File: src/logic/tcr_pkg.sv
/*
  Shared constants, register layout and carrier types of the translation
  context router. Assumes a 32-bit APB register bus and 48-bit addresses.
*/
package tcr_pkg;

  localparam int ADDR_W = 48;
  localparam int ATTR_W = 8;
  localparam int SID_W = 8;
  localparam int NUM_GRP = 4;
  localparam int NUM_CB = 4;
  localparam int CB_W = 2;

  // Output address size in bits; address bits above it are cut on bypass
  localparam logic [7:0] OAS_BITS = 8'h28;

  // Register byte offsets
  localparam logic [11:0] OFF_GCFG = 12'h000;
  localparam logic [11:0] OFF_SCFG = 12'h004;
  localparam logic [11:0] OFF_OAS = 12'h008;
  localparam logic [11:0] OFF_STATUS = 12'h00C;
  localparam logic [11:0] OFF_COUNT = 12'h010;
  localparam logic [11:0] OFF_SMT = 12'h020;
  localparam logic [11:0] OFF_S2C = 12'h030;
  localparam logic [11:0] OFF_CBAR = 12'h040;
  localparam logic [11:0] OFF_SCTLR = 12'h050;
  localparam logic [11:0] OFF_BANK_MASK = 12'hFF0;
  localparam logic [1:0] IDX_LSB = 2'h2;

  // Field positions
  localparam int GCFG_CPD = 0;
  localparam int GCFG_USF = 1;
  localparam int GCFG_MMF = 2;
  localparam int GCFG_ATTR = 8;
  localparam int SCFG_SIF = 0;
  localparam int SMT_ID = 0;
  localparam int SMT_MASK = 8;
  localparam int SMT_VALID = 31;
  localparam int S2C_TYPE = 0;
  localparam int S2C_CB = 4;
  localparam int S2C_REPL = 7;
  localparam int S2C_ATTR = 8;
  localparam int CBAR_TYPE = 0;
  localparam int CBAR_S2CB = 4;
  localparam int CBAR_VALID = 7;
  localparam int CBAR_XFORM = 8;
  localparam int SCTLR_M = 0;
  localparam int SCTLR_ATTR = 8;

  localparam logic [31:0] RST_ZERO = 32'h0000_0000;
  localparam logic [15:0] CNT_ONE = 16'h0001;

  // Stream-to-context entry types
  localparam logic [1:0] S2C_T_XLATE = 2'h0;
  localparam logic [1:0] S2C_T_BYPASS = 2'h1;
  localparam logic [1:0] S2C_T_FAULT = 2'h2;

  // Context bank types
  localparam logic [1:0] CB_T_S2 = 2'h0;
  localparam logic [1:0] CB_T_S1_BYP = 2'h1;
  localparam logic [1:0] CB_T_NEST = 2'h2;

  // Attribute layout: [3:0] memory type (lower is stricter), [7:4] flags
  localparam int ATTR_MT_HI = 3;

  typedef enum logic [3:0] {
    TCR_OC_NONE, TCR_OC_BYPASS, TCR_OC_XLATE, TCR_OC_F_UNID,
    TCR_OC_F_CONFLICT, TCR_OC_F_UNIMPL, TCR_OC_F_LOOKUP,
    TCR_OC_F_FETCH, TCR_OC_F_S2C
  } tcr_outcome_t;

  typedef struct packed {
    logic [ADDR_W-1:0] addr;
    logic [ATTR_W-1:0] attr;
    logic [SID_W-1:0] sid;
    logic secure;
    logic ifetch;
  } tcr_txn_t;

  typedef struct packed {
    logic [ADDR_W-1:0] addr;
    logic [ATTR_W-1:0] attr;
  } tcr_res_t;

  typedef struct packed {
    logic [ADDR_W-1:0] addr;
    logic [CB_W-1:0] cb;
    logic stage2;
    logic nested;
    logic [CB_W-1:0] s2cb;
  } tcr_look_t;

  // Combine two attribute sets: stricter memory type, union of flags
  function automatic logic [ATTR_W-1:0] tcr_merge(
    input logic [ATTR_W-1:0] a,
    input logic [ATTR_W-1:0] b
  );
    logic [ATTR_W-1:0] r;
    r = a | b;
    r[ATTR_MT_HI:0] = (a[ATTR_MT_HI:0] < b[ATTR_MT_HI:0]) ?
      a[ATTR_MT_HI:0] : b[ATTR_MT_HI:0];
    return r;
  endfunction

endpackage

File: src/logic/tcr_lookup.sv
/*
  One translation lookup: TLB first, table walk only on a miss.
  Assumes the TLB and walker answer with a one-cycle valid each, and that
  the walker itself routes nested walk addresses through stage 2.
*/
`timescale 1ns/1ns
module tcr_lookup
  import tcr_pkg::*;
(
  input wire logic pclk,
  input wire logic presetn,
  input wire logic start,
  input wire tcr_look_t look,
  output logic done,
  output logic fault,
  output tcr_res_t res,
  output logic tlb_req,
  output tcr_look_t tlb_look,
  input wire logic tlb_rsp_valid,
  input wire logic tlb_rsp_hit,
  input wire tcr_res_t tlb_rsp,
  output logic walk_req,
  output tcr_look_t walk_look,
  input wire logic walk_rsp_valid,
  input wire logic walk_rsp_fault,
  input wire tcr_res_t walk_rsp
);

  typedef enum logic [1:0] {L_IDLE, L_TLB, L_WALK} tcr_lstate_t;

  tcr_lstate_t state_reg;
  tcr_look_t look_reg;
  logic done_reg;
  logic fault_reg;
  tcr_res_t res_reg;

  assign tlb_req = (state_reg == L_TLB);
  assign walk_req = (state_reg == L_WALK);
  assign tlb_look = look_reg;
  // Walk of a nested stage 1 carries the stage 2 bank for its addresses
  assign walk_look = look_reg;
  assign done = done_reg;
  assign fault = fault_reg;
  assign res = res_reg;

  always_ff @(posedge pclk or negedge presetn)
  begin
    if (!presetn)
    begin
      state_reg <= L_IDLE;
      look_reg <= '0;
      done_reg <= 1'b0;
      fault_reg <= 1'b0;
      res_reg <= '0;
    end
    else
    begin
      done_reg <= 1'b0;
      unique case (state_reg)
        L_IDLE:
        begin
          if (start)
          begin
            look_reg <= look;
            state_reg <= L_TLB;
          end
        end
        L_TLB:
        begin
          if (tlb_rsp_valid && tlb_rsp_hit)
          begin
            res_reg <= tlb_rsp;
            fault_reg <= 1'b0;
            done_reg <= 1'b1;
            state_reg <= L_IDLE;
          end
          else if (tlb_rsp_valid)
            state_reg <= L_WALK;
        end
        L_WALK:
        begin
          if (walk_rsp_valid)
          begin
            res_reg <= walk_rsp;
            fault_reg <= walk_rsp_fault;
            done_reg <= 1'b1;
            state_reg <= L_IDLE;
          end
        end
      endcase
    end
  end

endmodule

File: src/logic/tcr_router.sv
/*
  Translation context router: per-transaction choice of bypass, fault or a
  path through one or two context banks, with its APB register file.
  Assumes one transaction in flight, external TLB and table walker.
*/
// Added by the designer: the APB interface to the registers and the placing of the registers.
`timescale 1ns/1ns
module tcr_router
  import tcr_pkg::*;
(
  input wire logic pclk,
  input wire logic presetn,
  input wire logic psel,
  input wire logic penable,
  input wire logic pwrite,
  input wire logic [11:0] paddr,
  input wire logic [31:0] pwdata,
  output logic [31:0] prdata,
  output logic pready,
  output logic pslverr,
  input wire logic up_valid,
  output logic up_ready,
  input wire tcr_txn_t up_txn,
  output logic up_err_valid,
  input wire logic up_err_ready,
  output logic dn_valid,
  input wire logic dn_ready,
  output tcr_res_t dn_res,
  output logic tlb_req,
  output tcr_look_t tlb_look,
  input wire logic tlb_rsp_valid,
  input wire logic tlb_rsp_hit,
  input wire tcr_res_t tlb_rsp,
  output logic walk_req,
  output tcr_look_t walk_look,
  input wire logic walk_rsp_valid,
  input wire logic walk_rsp_fault,
  input wire tcr_res_t walk_rsp
);

  typedef enum logic [2:0] {
    ST_IDLE, ST_DECIDE, ST_S1, ST_S2, ST_OUT, ST_ERR
  } tcr_state_t;

  function automatic logic bank_hit(
    input logic [11:0] a,
    input logic [11:0] base,
    input int idx
  );
    return ((a & OFF_BANK_MASK) == base) &&
      (a[3:2] == idx[1:0]);
  endfunction

  logic [31:0] gcfg_reg;
  logic [31:0] scfg_reg;
  logic [31:0] smt_reg [NUM_GRP];
  logic [31:0] s2c_reg [NUM_GRP];
  logic [31:0] cbar_reg [NUM_CB];
  logic [31:0] sctlr_reg [NUM_CB];
  logic [15:0] xlate_cnt_reg;
  logic [15:0] fault_cnt_reg;
  tcr_outcome_t outcome_reg;

  tcr_state_t state_reg;
  tcr_txn_t txn_reg;
  tcr_res_t cur_reg;
  logic [CB_W-1:0] s1cb_reg;
  logic [CB_W-1:0] s2cb_reg;
  logic do_s2_reg;
  logic nested_reg;
  logic xform_en_reg;
  logic [ATTR_W-1:0] xform_reg;
  logic launched_reg;

  wire logic wr_en = psel && penable && pwrite;
  wire logic [1:0] reg_idx = paddr[IDX_LSB +: 2];
  wire logic cpd = gcfg_reg[GCFG_CPD];
  wire logic usf_fault = gcfg_reg[GCFG_USF];
  wire logic mmf_fault = gcfg_reg[GCFG_MMF];
  wire logic [ATTR_W-1:0] g_attr = gcfg_reg[GCFG_ATTR +: ATTR_W];
  wire logic sif_en = scfg_reg[SCFG_SIF];

  // Stream matching
  logic [NUM_GRP-1:0] match_vec;
  logic [CB_W-1:0] match_idx;
  logic [2:0] match_cnt;
  genvar g;
  generate
    for (g = 0; g < NUM_GRP; g++)
    begin : gen_match
      assign match_vec[g] = smt_reg[g][SMT_VALID] &&
        (((txn_reg.sid ^ smt_reg[g][SMT_ID +: SID_W]) &
        ~smt_reg[g][SMT_MASK +: SID_W]) == '0);
    end
  endgenerate

  always_comb
  begin
    match_cnt = 3'h0;
    match_idx = '0;
    for (int i = 0; i < NUM_GRP; i++)
    begin
      match_cnt = match_cnt + {2'h0, match_vec[i]};
      if (match_vec[i])
        match_idx = CB_W'(i);
    end
  end

  // Fields of the selected entries
  wire logic [31:0] s2c = s2c_reg[match_idx];
  wire logic [1:0] s2c_type = s2c[S2C_TYPE +: 2];
  wire logic [CB_W-1:0] s2c_cb = s2c[S2C_CB +: CB_W];
  wire logic [ATTR_W-1:0] s2c_attr = s2c[S2C_ATTR +: ATTR_W];
  wire logic [ATTR_W-1:0] in_attr = s2c[S2C_REPL] ? s2c_attr :
    txn_reg.attr;
  wire logic [31:0] cbar = cbar_reg[s2c_cb];
  wire logic [1:0] cb_type = cbar[CBAR_TYPE +: 2];
  wire logic cb_valid = cbar[CBAR_VALID];
  wire logic [CB_W-1:0] cb_s2 = cbar[CBAR_S2CB +: CB_W];
  wire logic s2_valid = cbar_reg[cb_s2][CBAR_VALID];
  wire logic [ATTR_W-1:0] cb_xform = cbar[CBAR_XFORM +: ATTR_W];

  // Stage enables for the current stage
  wire logic [CB_W-1:0] stage_cb = (state_reg == ST_S1) ? s1cb_reg :
    s2cb_reg;
  wire logic stage_m = sctlr_reg[stage_cb][SCTLR_M];
  wire logic [ATTR_W-1:0] stage_attr =
    sctlr_reg[stage_cb][SCTLR_ATTR +: ATTR_W];

  // Addresses above the output size read as zero on early bypass
  wire logic [ADDR_W-1:0] oas_mask = ~({ADDR_W{1'b1}} << OAS_BITS);
  wire logic [ADDR_W-1:0] byp_addr = txn_reg.addr & oas_mask;

  wire logic fetch_fail = sif_en && txn_reg.secure && txn_reg.ifetch;

  logic look_start;
  logic look_done;
  logic look_fault;
  tcr_res_t look_res;
  tcr_look_t look_in;

  assign look_start = ((state_reg == ST_S1) || (state_reg == ST_S2)) &&
    stage_m && !launched_reg;
  assign look_in.addr = cur_reg.addr;
  assign look_in.cb = stage_cb;
  assign look_in.stage2 = (state_reg == ST_S2);
  assign look_in.nested = nested_reg && (state_reg == ST_S1);
  assign look_in.s2cb = s2cb_reg;

  tcr_lookup u_lookup (
    .pclk(pclk),
    .presetn(presetn),
    .start(look_start),
    .look(look_in),
    .done(look_done),
    .fault(look_fault),
    .res(look_res),
    .tlb_req(tlb_req),
    .tlb_look(tlb_look),
    .tlb_rsp_valid(tlb_rsp_valid),
    .tlb_rsp_hit(tlb_rsp_hit),
    .tlb_rsp(tlb_rsp),
    .walk_req(walk_req),
    .walk_look(walk_look),
    .walk_rsp_valid(walk_rsp_valid),
    .walk_rsp_fault(walk_rsp_fault),
    .walk_rsp(walk_rsp)
  );

  // Result of the stage in progress: lookup or control attributes
  wire logic stage_ok = !stage_m || look_done;
  wire tcr_res_t stage_res = stage_m ? look_res :
    '{addr: cur_reg.addr, attr: tcr_merge(cur_reg.attr, stage_attr)};
  wire logic stage_fault = stage_m && look_done && look_fault;

  assign up_ready = (state_reg == ST_IDLE);
  assign dn_valid = (state_reg == ST_OUT);
  assign dn_res = cur_reg;
  assign up_err_valid = (state_reg == ST_ERR);
  logic addr_ok;
  assign pready = 1'b1;
  assign pslverr = psel && penable && !addr_ok;

  always_comb
  begin
    addr_ok = 1'b1;
    prdata = RST_ZERO;
    unique case (paddr & OFF_BANK_MASK)
      OFF_GCFG:
      begin
        unique case (paddr)
          OFF_GCFG: prdata = gcfg_reg;
          OFF_SCFG: prdata = scfg_reg;
          OFF_OAS: prdata = {24'h0, OAS_BITS};
          OFF_STATUS: prdata = {28'h0, outcome_reg};
          default: addr_ok = 1'b0;
        endcase
      end
      OFF_COUNT:
      begin
        if (paddr == OFF_COUNT)
          prdata = {fault_cnt_reg, xlate_cnt_reg};
        else
          addr_ok = 1'b0;
      end
      // One word per bank entry; the low address bits pick the entry
      OFF_SMT: prdata = smt_reg[reg_idx];
      OFF_S2C: prdata = s2c_reg[reg_idx];
      OFF_CBAR: prdata = cbar_reg[reg_idx];
      OFF_SCTLR: prdata = sctlr_reg[reg_idx];
      default: addr_ok = 1'b0;
    endcase
  end

  // Register writes; a write takes effect in the access phase
  always_ff @(posedge pclk or negedge presetn)
  begin
    if (!presetn)
    begin
      gcfg_reg <= RST_ZERO;
      scfg_reg <= RST_ZERO;
    end
    else if (wr_en && (paddr == OFF_GCFG))
      gcfg_reg <= pwdata;
    else if (wr_en && (paddr == OFF_SCFG))
      scfg_reg <= pwdata;
  end

  generate
    for (g = 0; g < NUM_GRP; g++)
    begin : gen_regs
      always_ff @(posedge pclk or negedge presetn)
      begin
        if (!presetn)
        begin
          smt_reg[g] <= RST_ZERO;
          s2c_reg[g] <= RST_ZERO;
          cbar_reg[g] <= RST_ZERO;
          sctlr_reg[g] <= RST_ZERO;
        end
        else if (wr_en)
        begin
          if (bank_hit(paddr, OFF_SMT, g))
            smt_reg[g] <= pwdata;
          if (bank_hit(paddr, OFF_S2C, g))
            s2c_reg[g] <= pwdata;
          if (bank_hit(paddr, OFF_CBAR, g))
            cbar_reg[g] <= pwdata;
          if (bank_hit(paddr, OFF_SCTLR, g))
            sctlr_reg[g] <= pwdata;
        end
      end
    end
  endgenerate

  // Decision faults and bypass are finished in the decision cycle, lookup faults in ST_S1 or ST_S2; order is fixed
  task automatic finish_fault(input tcr_outcome_t oc);
    outcome_reg <= oc;
    state_reg <= ST_ERR;
  endtask

  always_ff @(posedge pclk or negedge presetn)
  begin
    if (!presetn)
    begin
      state_reg <= ST_IDLE;
      txn_reg <= '0;
      cur_reg <= '0;
      s1cb_reg <= '0;
      s2cb_reg <= '0;
      do_s2_reg <= 1'b0;
      nested_reg <= 1'b0;
      xform_en_reg <= 1'b0;
      xform_reg <= '0;
      launched_reg <= 1'b0;
      outcome_reg <= TCR_OC_NONE;
      xlate_cnt_reg <= '0;
      fault_cnt_reg <= '0;
    end
    else
    begin
      if (look_start)
        launched_reg <= 1'b1;
      unique case (state_reg)
        ST_IDLE:
        begin
          if (up_valid)
          begin
            txn_reg <= up_txn;
            state_reg <= ST_DECIDE;
          end
        end
        ST_DECIDE:
        begin
          if (cpd && fetch_fail)
            finish_fault(TCR_OC_F_FETCH);
          else if (cpd)
          begin
            cur_reg <= '{addr: byp_addr,
              attr: tcr_merge(txn_reg.attr, g_attr)};
            outcome_reg <= TCR_OC_BYPASS;
            state_reg <= ST_OUT;
          end
          else if ((match_cnt == 3'h0 && usf_fault) ||
            (match_cnt > 3'h1 && mmf_fault))
            finish_fault((match_cnt == 3'h0) ? TCR_OC_F_UNID :
              TCR_OC_F_CONFLICT);
          else if (match_cnt != 3'h1)
          begin
            cur_reg <= '{addr: byp_addr,
              attr: tcr_merge(txn_reg.attr, g_attr)};
            outcome_reg <= TCR_OC_BYPASS;
            state_reg <= ST_OUT;
          end
          else if (s2c_type == S2C_T_BYPASS)
          begin
            cur_reg <= '{addr: byp_addr,
              attr: tcr_merge(txn_reg.attr, s2c_attr)};
            outcome_reg <= TCR_OC_BYPASS;
            state_reg <= ST_OUT;
          end
          else if (s2c_type != S2C_T_XLATE)
            finish_fault(TCR_OC_F_S2C);
          else if (!cb_valid ||
            (cb_type == CB_T_NEST && !s2_valid))
            finish_fault(TCR_OC_F_UNIMPL);
          else
          begin
            // Stage 2 only treats the input attributes as stage 1 output
            cur_reg <= '{addr: txn_reg.addr, attr: in_attr};
            s1cb_reg <= s2c_cb;
            s2cb_reg <= (cb_type == CB_T_NEST) ? cb_s2 : s2c_cb;
            do_s2_reg <= (cb_type != CB_T_S1_BYP);
            nested_reg <= (cb_type == CB_T_NEST);
            xform_en_reg <= (cb_type == CB_T_S1_BYP);
            xform_reg <= cb_xform;
            state_reg <= (cb_type == CB_T_S2) ? ST_S2 : ST_S1;
          end
        end
        ST_S1:
        begin
          if (stage_fault)
          begin
            launched_reg <= 1'b0;
            finish_fault(TCR_OC_F_LOOKUP);
          end
          else if (stage_ok)
          begin
            launched_reg <= 1'b0;
            cur_reg <= stage_res;
            if (xform_en_reg)
              cur_reg.attr <= tcr_merge(stage_res.attr, xform_reg);
            outcome_reg <= TCR_OC_XLATE;
            state_reg <= do_s2_reg ? ST_S2 : ST_OUT;
          end
        end
        ST_S2:
        begin
          if (stage_fault)
          begin
            launched_reg <= 1'b0;
            finish_fault(TCR_OC_F_LOOKUP);
          end
          else if (stage_ok)
          begin
            launched_reg <= 1'b0;
            cur_reg.addr <= stage_res.addr;
            cur_reg.attr <= tcr_merge(cur_reg.attr,
              stage_res.attr);
            outcome_reg <= TCR_OC_XLATE;
            state_reg <= ST_OUT;
          end
        end
        ST_OUT:
        begin
          if (dn_ready)
          begin
            xlate_cnt_reg <= xlate_cnt_reg + CNT_ONE;
            state_reg <= ST_IDLE;
          end
        end
        ST_ERR:
        begin
          if (up_err_ready)
          begin
            fault_cnt_reg <= fault_cnt_reg + CNT_ONE;
            state_reg <= ST_IDLE;
          end
        end
        default: state_reg <= ST_IDLE;
      endcase
    end
  end

endmodule

File: config.mk
export PLATFORM = sky130hd
export DESIGN_NAME = tcr_router
export DESIGN_NICKNAME = d
export VERILOG_FILES = /design/src/logic/tcr_pkg.sv /design/src/logic/tcr_lookup.sv /design/src/logic/tcr_router.sv
export SDC_FILE = /design/constraint.sdc
export NUM_CORES = 2
export LEC_CHECK = 0
export BUFFER_PORTS_ARGS = -buffer_cell sky130_fd_sc_hd__buf_2
export CAP_MARGIN = 20
export CELL_PAD_IN_SITES_DETAIL_PLACEMENT = 2
export CELL_PAD_IN_SITES_GLOBAL_PLACEMENT = 2
export CORE_ASPECT_RATIO = 0.6
export CORE_MARGIN = 2
export CORE_UTILIZATION = 25
export DETAILED_ROUTE_END_ITERATION = 10
export GPL_ROUTABILITY_DRIVEN = 1
export PLACE_DENSITY_LB_ADDON = 0.1
export SLEW_MARGIN = 20
export SYNTH_ARGS = -nofsm -noshare
export SYNTH_HDL_FRONTEND = slang
export SYNTH_HIERARCHICAL = 1
export SYNTH_SLANG_ARGS = --single-unit
File: constraint.sdc
create_clock -name pclk -period 8.4 [get_ports pclk]
set_input_delay 0 -clock pclk [delete_from_list [all_inputs] [get_ports pclk]]
set_output_delay 0 -clock pclk [all_outputs]
set_load 0.01 [all_outputs]
==> results.toml <==
[floorplanning]
ios = 437
dieArea_sq_um = 173000
coreArea_sq_um = 167000
fp-row-count = 116
start_util_pct = 25.3
fp.dieW_um = 535
die_height_um = 323

[synthesis]
yosys-top-cells-area = "dfrtp_1 (51%), mux2_2 (21%), mux4_2 (7.2%)"
synthArstFlopShare_pct = 100
synth_edf_count = 0
yosys.area.top_type = "dfrtp_1"
synth_top_cell_area_share_pct = 51.3
yosys_warnings = 6
synth_flop_cell = "dfrtp_1"
ys_seq_area_share_pct = 51.3
ys_types = 88
syn_area_per_cell_sq_um = 13.2
ys_ff_latch = 867
synthesis.area_sq_um = 42300
syn_inst = 3214
synth.net_count = 3474

[clock_tree]
cts.sinks = 867
clkTransAtPathRegs_ns = 0.07
tritoncts = "built"
ctsRootBufferMaster = "clkbuf_16"
cts_buffers = 96
h-tree-depth = 3
cts_setup_buffers = 0
clk_path_buf_depth = 3
clock_latency_ns = 0.73

[placement]
gp_congestion = 0.801
dp_hpwl_mm = 116
portBuffers = 435

[route]
routedWlPerCell_um = 28.2
routed-via-count = 29700
wl_mm = 171
ant_nets = 0
drc_errors = 0
drt-initial-drc-count = 1780
drtPass1Iterations = 5
via_per_inst = 4.92

[setup_path]
reg2reg_slack_ns = 2.22
path_buf_inv = 5
cp.required_ns = 8.96
worstSetupPathType = "flop to flop"
cp_max_fo = 31
r2r_end = "dn_res[21]$_DFFE_PN0P_"
reg2regPathDepth = 20
critPathArrivalTime_ns = 6.75
start_kind = "flop"
end_kind = "flop"
cpPeakStageDelay_ns = 0.79
path_delay_family = "compound AO/OA/AOI/OAI gates"
critPathSlowestCell = "nor2_4"
path_cells = "xnor2_1 -> o21ai_0 -> or2_0 -> buf_4 -> clkinv_1 -> buf_4 -> fa_1 -> ha_1 -> inv_1 -> ha_1 -> nor3_1 -> a21oi_1 -> nor2_1 -> o21ai_0 -> o2111a_1 -> nor2b_1 -> o21ai_0 -> nor2_4 -> buf_4 -> o22ai_1"
r2r-start = "txn_reg[5]$_DFFE_PN0P_"

[hold_path]
hp-start = "up_txn[47]"
hold_path.class = "input port to flop"
holdPathEnd = "byp_addr[29]$_DFFE_PN0P_"
whs_path_depth = 3

[power]
leakage_nw = 24.5
max-vdd-ir-drop_mv = 0.158
power_density_nw_per_um2 = 234

[sta]
fin_hold_ws_ns = 0.0666
finalClockSkew_ns = 0.0194
slew_violations = 0
slew_headroom_pct = 24.0
hold_viol = 0
fin_crit_sh_pct = 73.6
fmax_mhz = 162
setup_viol = 0
setup_total_negative_slack_ns = 0
rsz0062_at_grt = "false"
tightestPinTransition_ns = 1.13
layout_min_cycle_time_ns = 6.18

[finish]
nets = 3981
final_cell_mix = "dfrtp_1 (867), mux2_2 (783), buf_2 (432)"
layout_commonest_cell = "dfrtp_1"
area_growth_pct = 23.3
drive_above_1_share_pct = 43.7

[global_routing]
grt_pass1_wl_mm = 249
antenna_found_initial = 10
grt_pass1_vias = 33800
grt_max_degree = 143
grt_use_total_pct = 19.7
grt-ovfl-total = 0

[run_status]
status = "finished, final reports clean"

[run]
drv_cap = 0
-- kinds of logic (layout without fill, tap and decap cells) --
group	after synthesis	count (layout)	synth area share (%)
AO/OA/AOI/OAI	460	460	7.32
XOR/XNOR	62	62	1.32
adder cells (fa/ha/maj)	26	26	0.787
buffers and inverters	390	978	4.75
flip-flops	867	867	51.3
multiplexers	978	978	29.8
other	1	5	0.00887
AND/OR/NAND/NOR	430	430	4.73
-- how the worst max path moves through the flow --
stage	start	endpoint	slack, ns	cells after the start
CTS	txn_reg[6]$_DFFE_PN0P_	dn_res[14]$_DFFE_PN0P_	2.29	21
global placement	txn_reg[5]$_DFFE_PN0P_	dn_res[22]$_DFFE_PN0P_	2.40	20
finish	txn_reg[5]$_DFFE_PN0P_	dn_res[21]$_DFFE_PN0P_	2.22	20
detailed placement	txn_reg[6]$_DFFE_PN0P_	dn_res[14]$_DFFE_PN0P_	2.34	21
floorplan	txn_reg[6]$_DFFE_PN0P_	dn_res[35]$_DFFE_PN0P_	3.66	20
global route	txn_reg[5]$_DFFE_PN0P_	dn_res[14]$_DFFE_PN0P_	1.82	20
-- metal layers --
| metal | part of all wire [%] | global-route usage (%) | wire length (um) |
|---|---|---|---|
| met5 | 0.0076 | 0 | 13 |
| met4 | 1.8 | 4.01 | 3130 |
| met3 | 3.4 | 2.87 | 5830 |
| met2 | 45 | 30.3 | 77000 |
| met1 | 50 | 29.3 | 84700 |
-- tightest hold or removal path, stage by stage --
cell,delay [ns]
dlygate4sd3_1,0.53
buf_2,0.10
mux2_2,0.13
-- power breakdown --
| group | internal [W] | total [W] | switching (W) |
|---|---|---|---|
| combinational | 0.00122 | 0.00251 | 0.00129 |
| clock | 0.00268 | 0.00462 | 0.00193 |
| sequential | 0.00465 | 0.00506 | 0.000409 |
| total | 0.00855 | 0.0122 | 0.00363 |
-- area by class of cell --
class | count | area, sq um
Clock buffer | 139 | 2850
Clock inverter | 40 | 556
Multi-Input combinational cell | 1957 | 18800
Timing Repair Buffer | 750 | 5290
Antenna cell | 4 | 10.0
Tap cell | 2242 | 2810
Inverter | 49 | 184
Fill cell | 17400 | 115000
Sequential cell | 867 | 21700
-- synth_stat cells, types with 14 or more instances --
master	number
a21oi_1	79
a22o_1	25
a22oi_1	88
buf_1	52
buf_2	19
buf_4	112
clkbuf_1	147
dfrtp_1	867
ha_1	25
inv_1	48
mux2_2	783
mux2_4	21
mux2i_1	27
mux4_2	136
nand2_1	184
nand3_1	43
nor2_1	105
nor3_1	14
o21ai_0	104
o22ai_1	57
xnor2_1	50
-- stage by stage --
stage | instances | setup slack, ns | cell area [sq um] | total power [W] | utilization, %
after floorplan | 3214 | 3.66 | 42300 | 0.00666 | -
after global placement | 5608 | 2.40 | 46100 | 0.00730 | 27.6
after detailed placement | 5608 | 2.34 | 46100 | 0.00742 | 27.6
after CTS | 6042 | 2.29 | 52100 | 0.0124 | 31.1
after global routing | 6044 | 1.82 | 52100 | 0.0128 | 31.2
final | 6048 | 2.22 | 52200 | 0.0122 | 31.2
-- what timing repair did --
action / in CTS / in global routing
setup endpoints to repair: 0 / 0
resized for setup: 0 / 0
hold buffers: 255 / 1
endpoints found under the hold margin: 843 / 36
No activity file was read; power rests on OpenSTA's default activity.
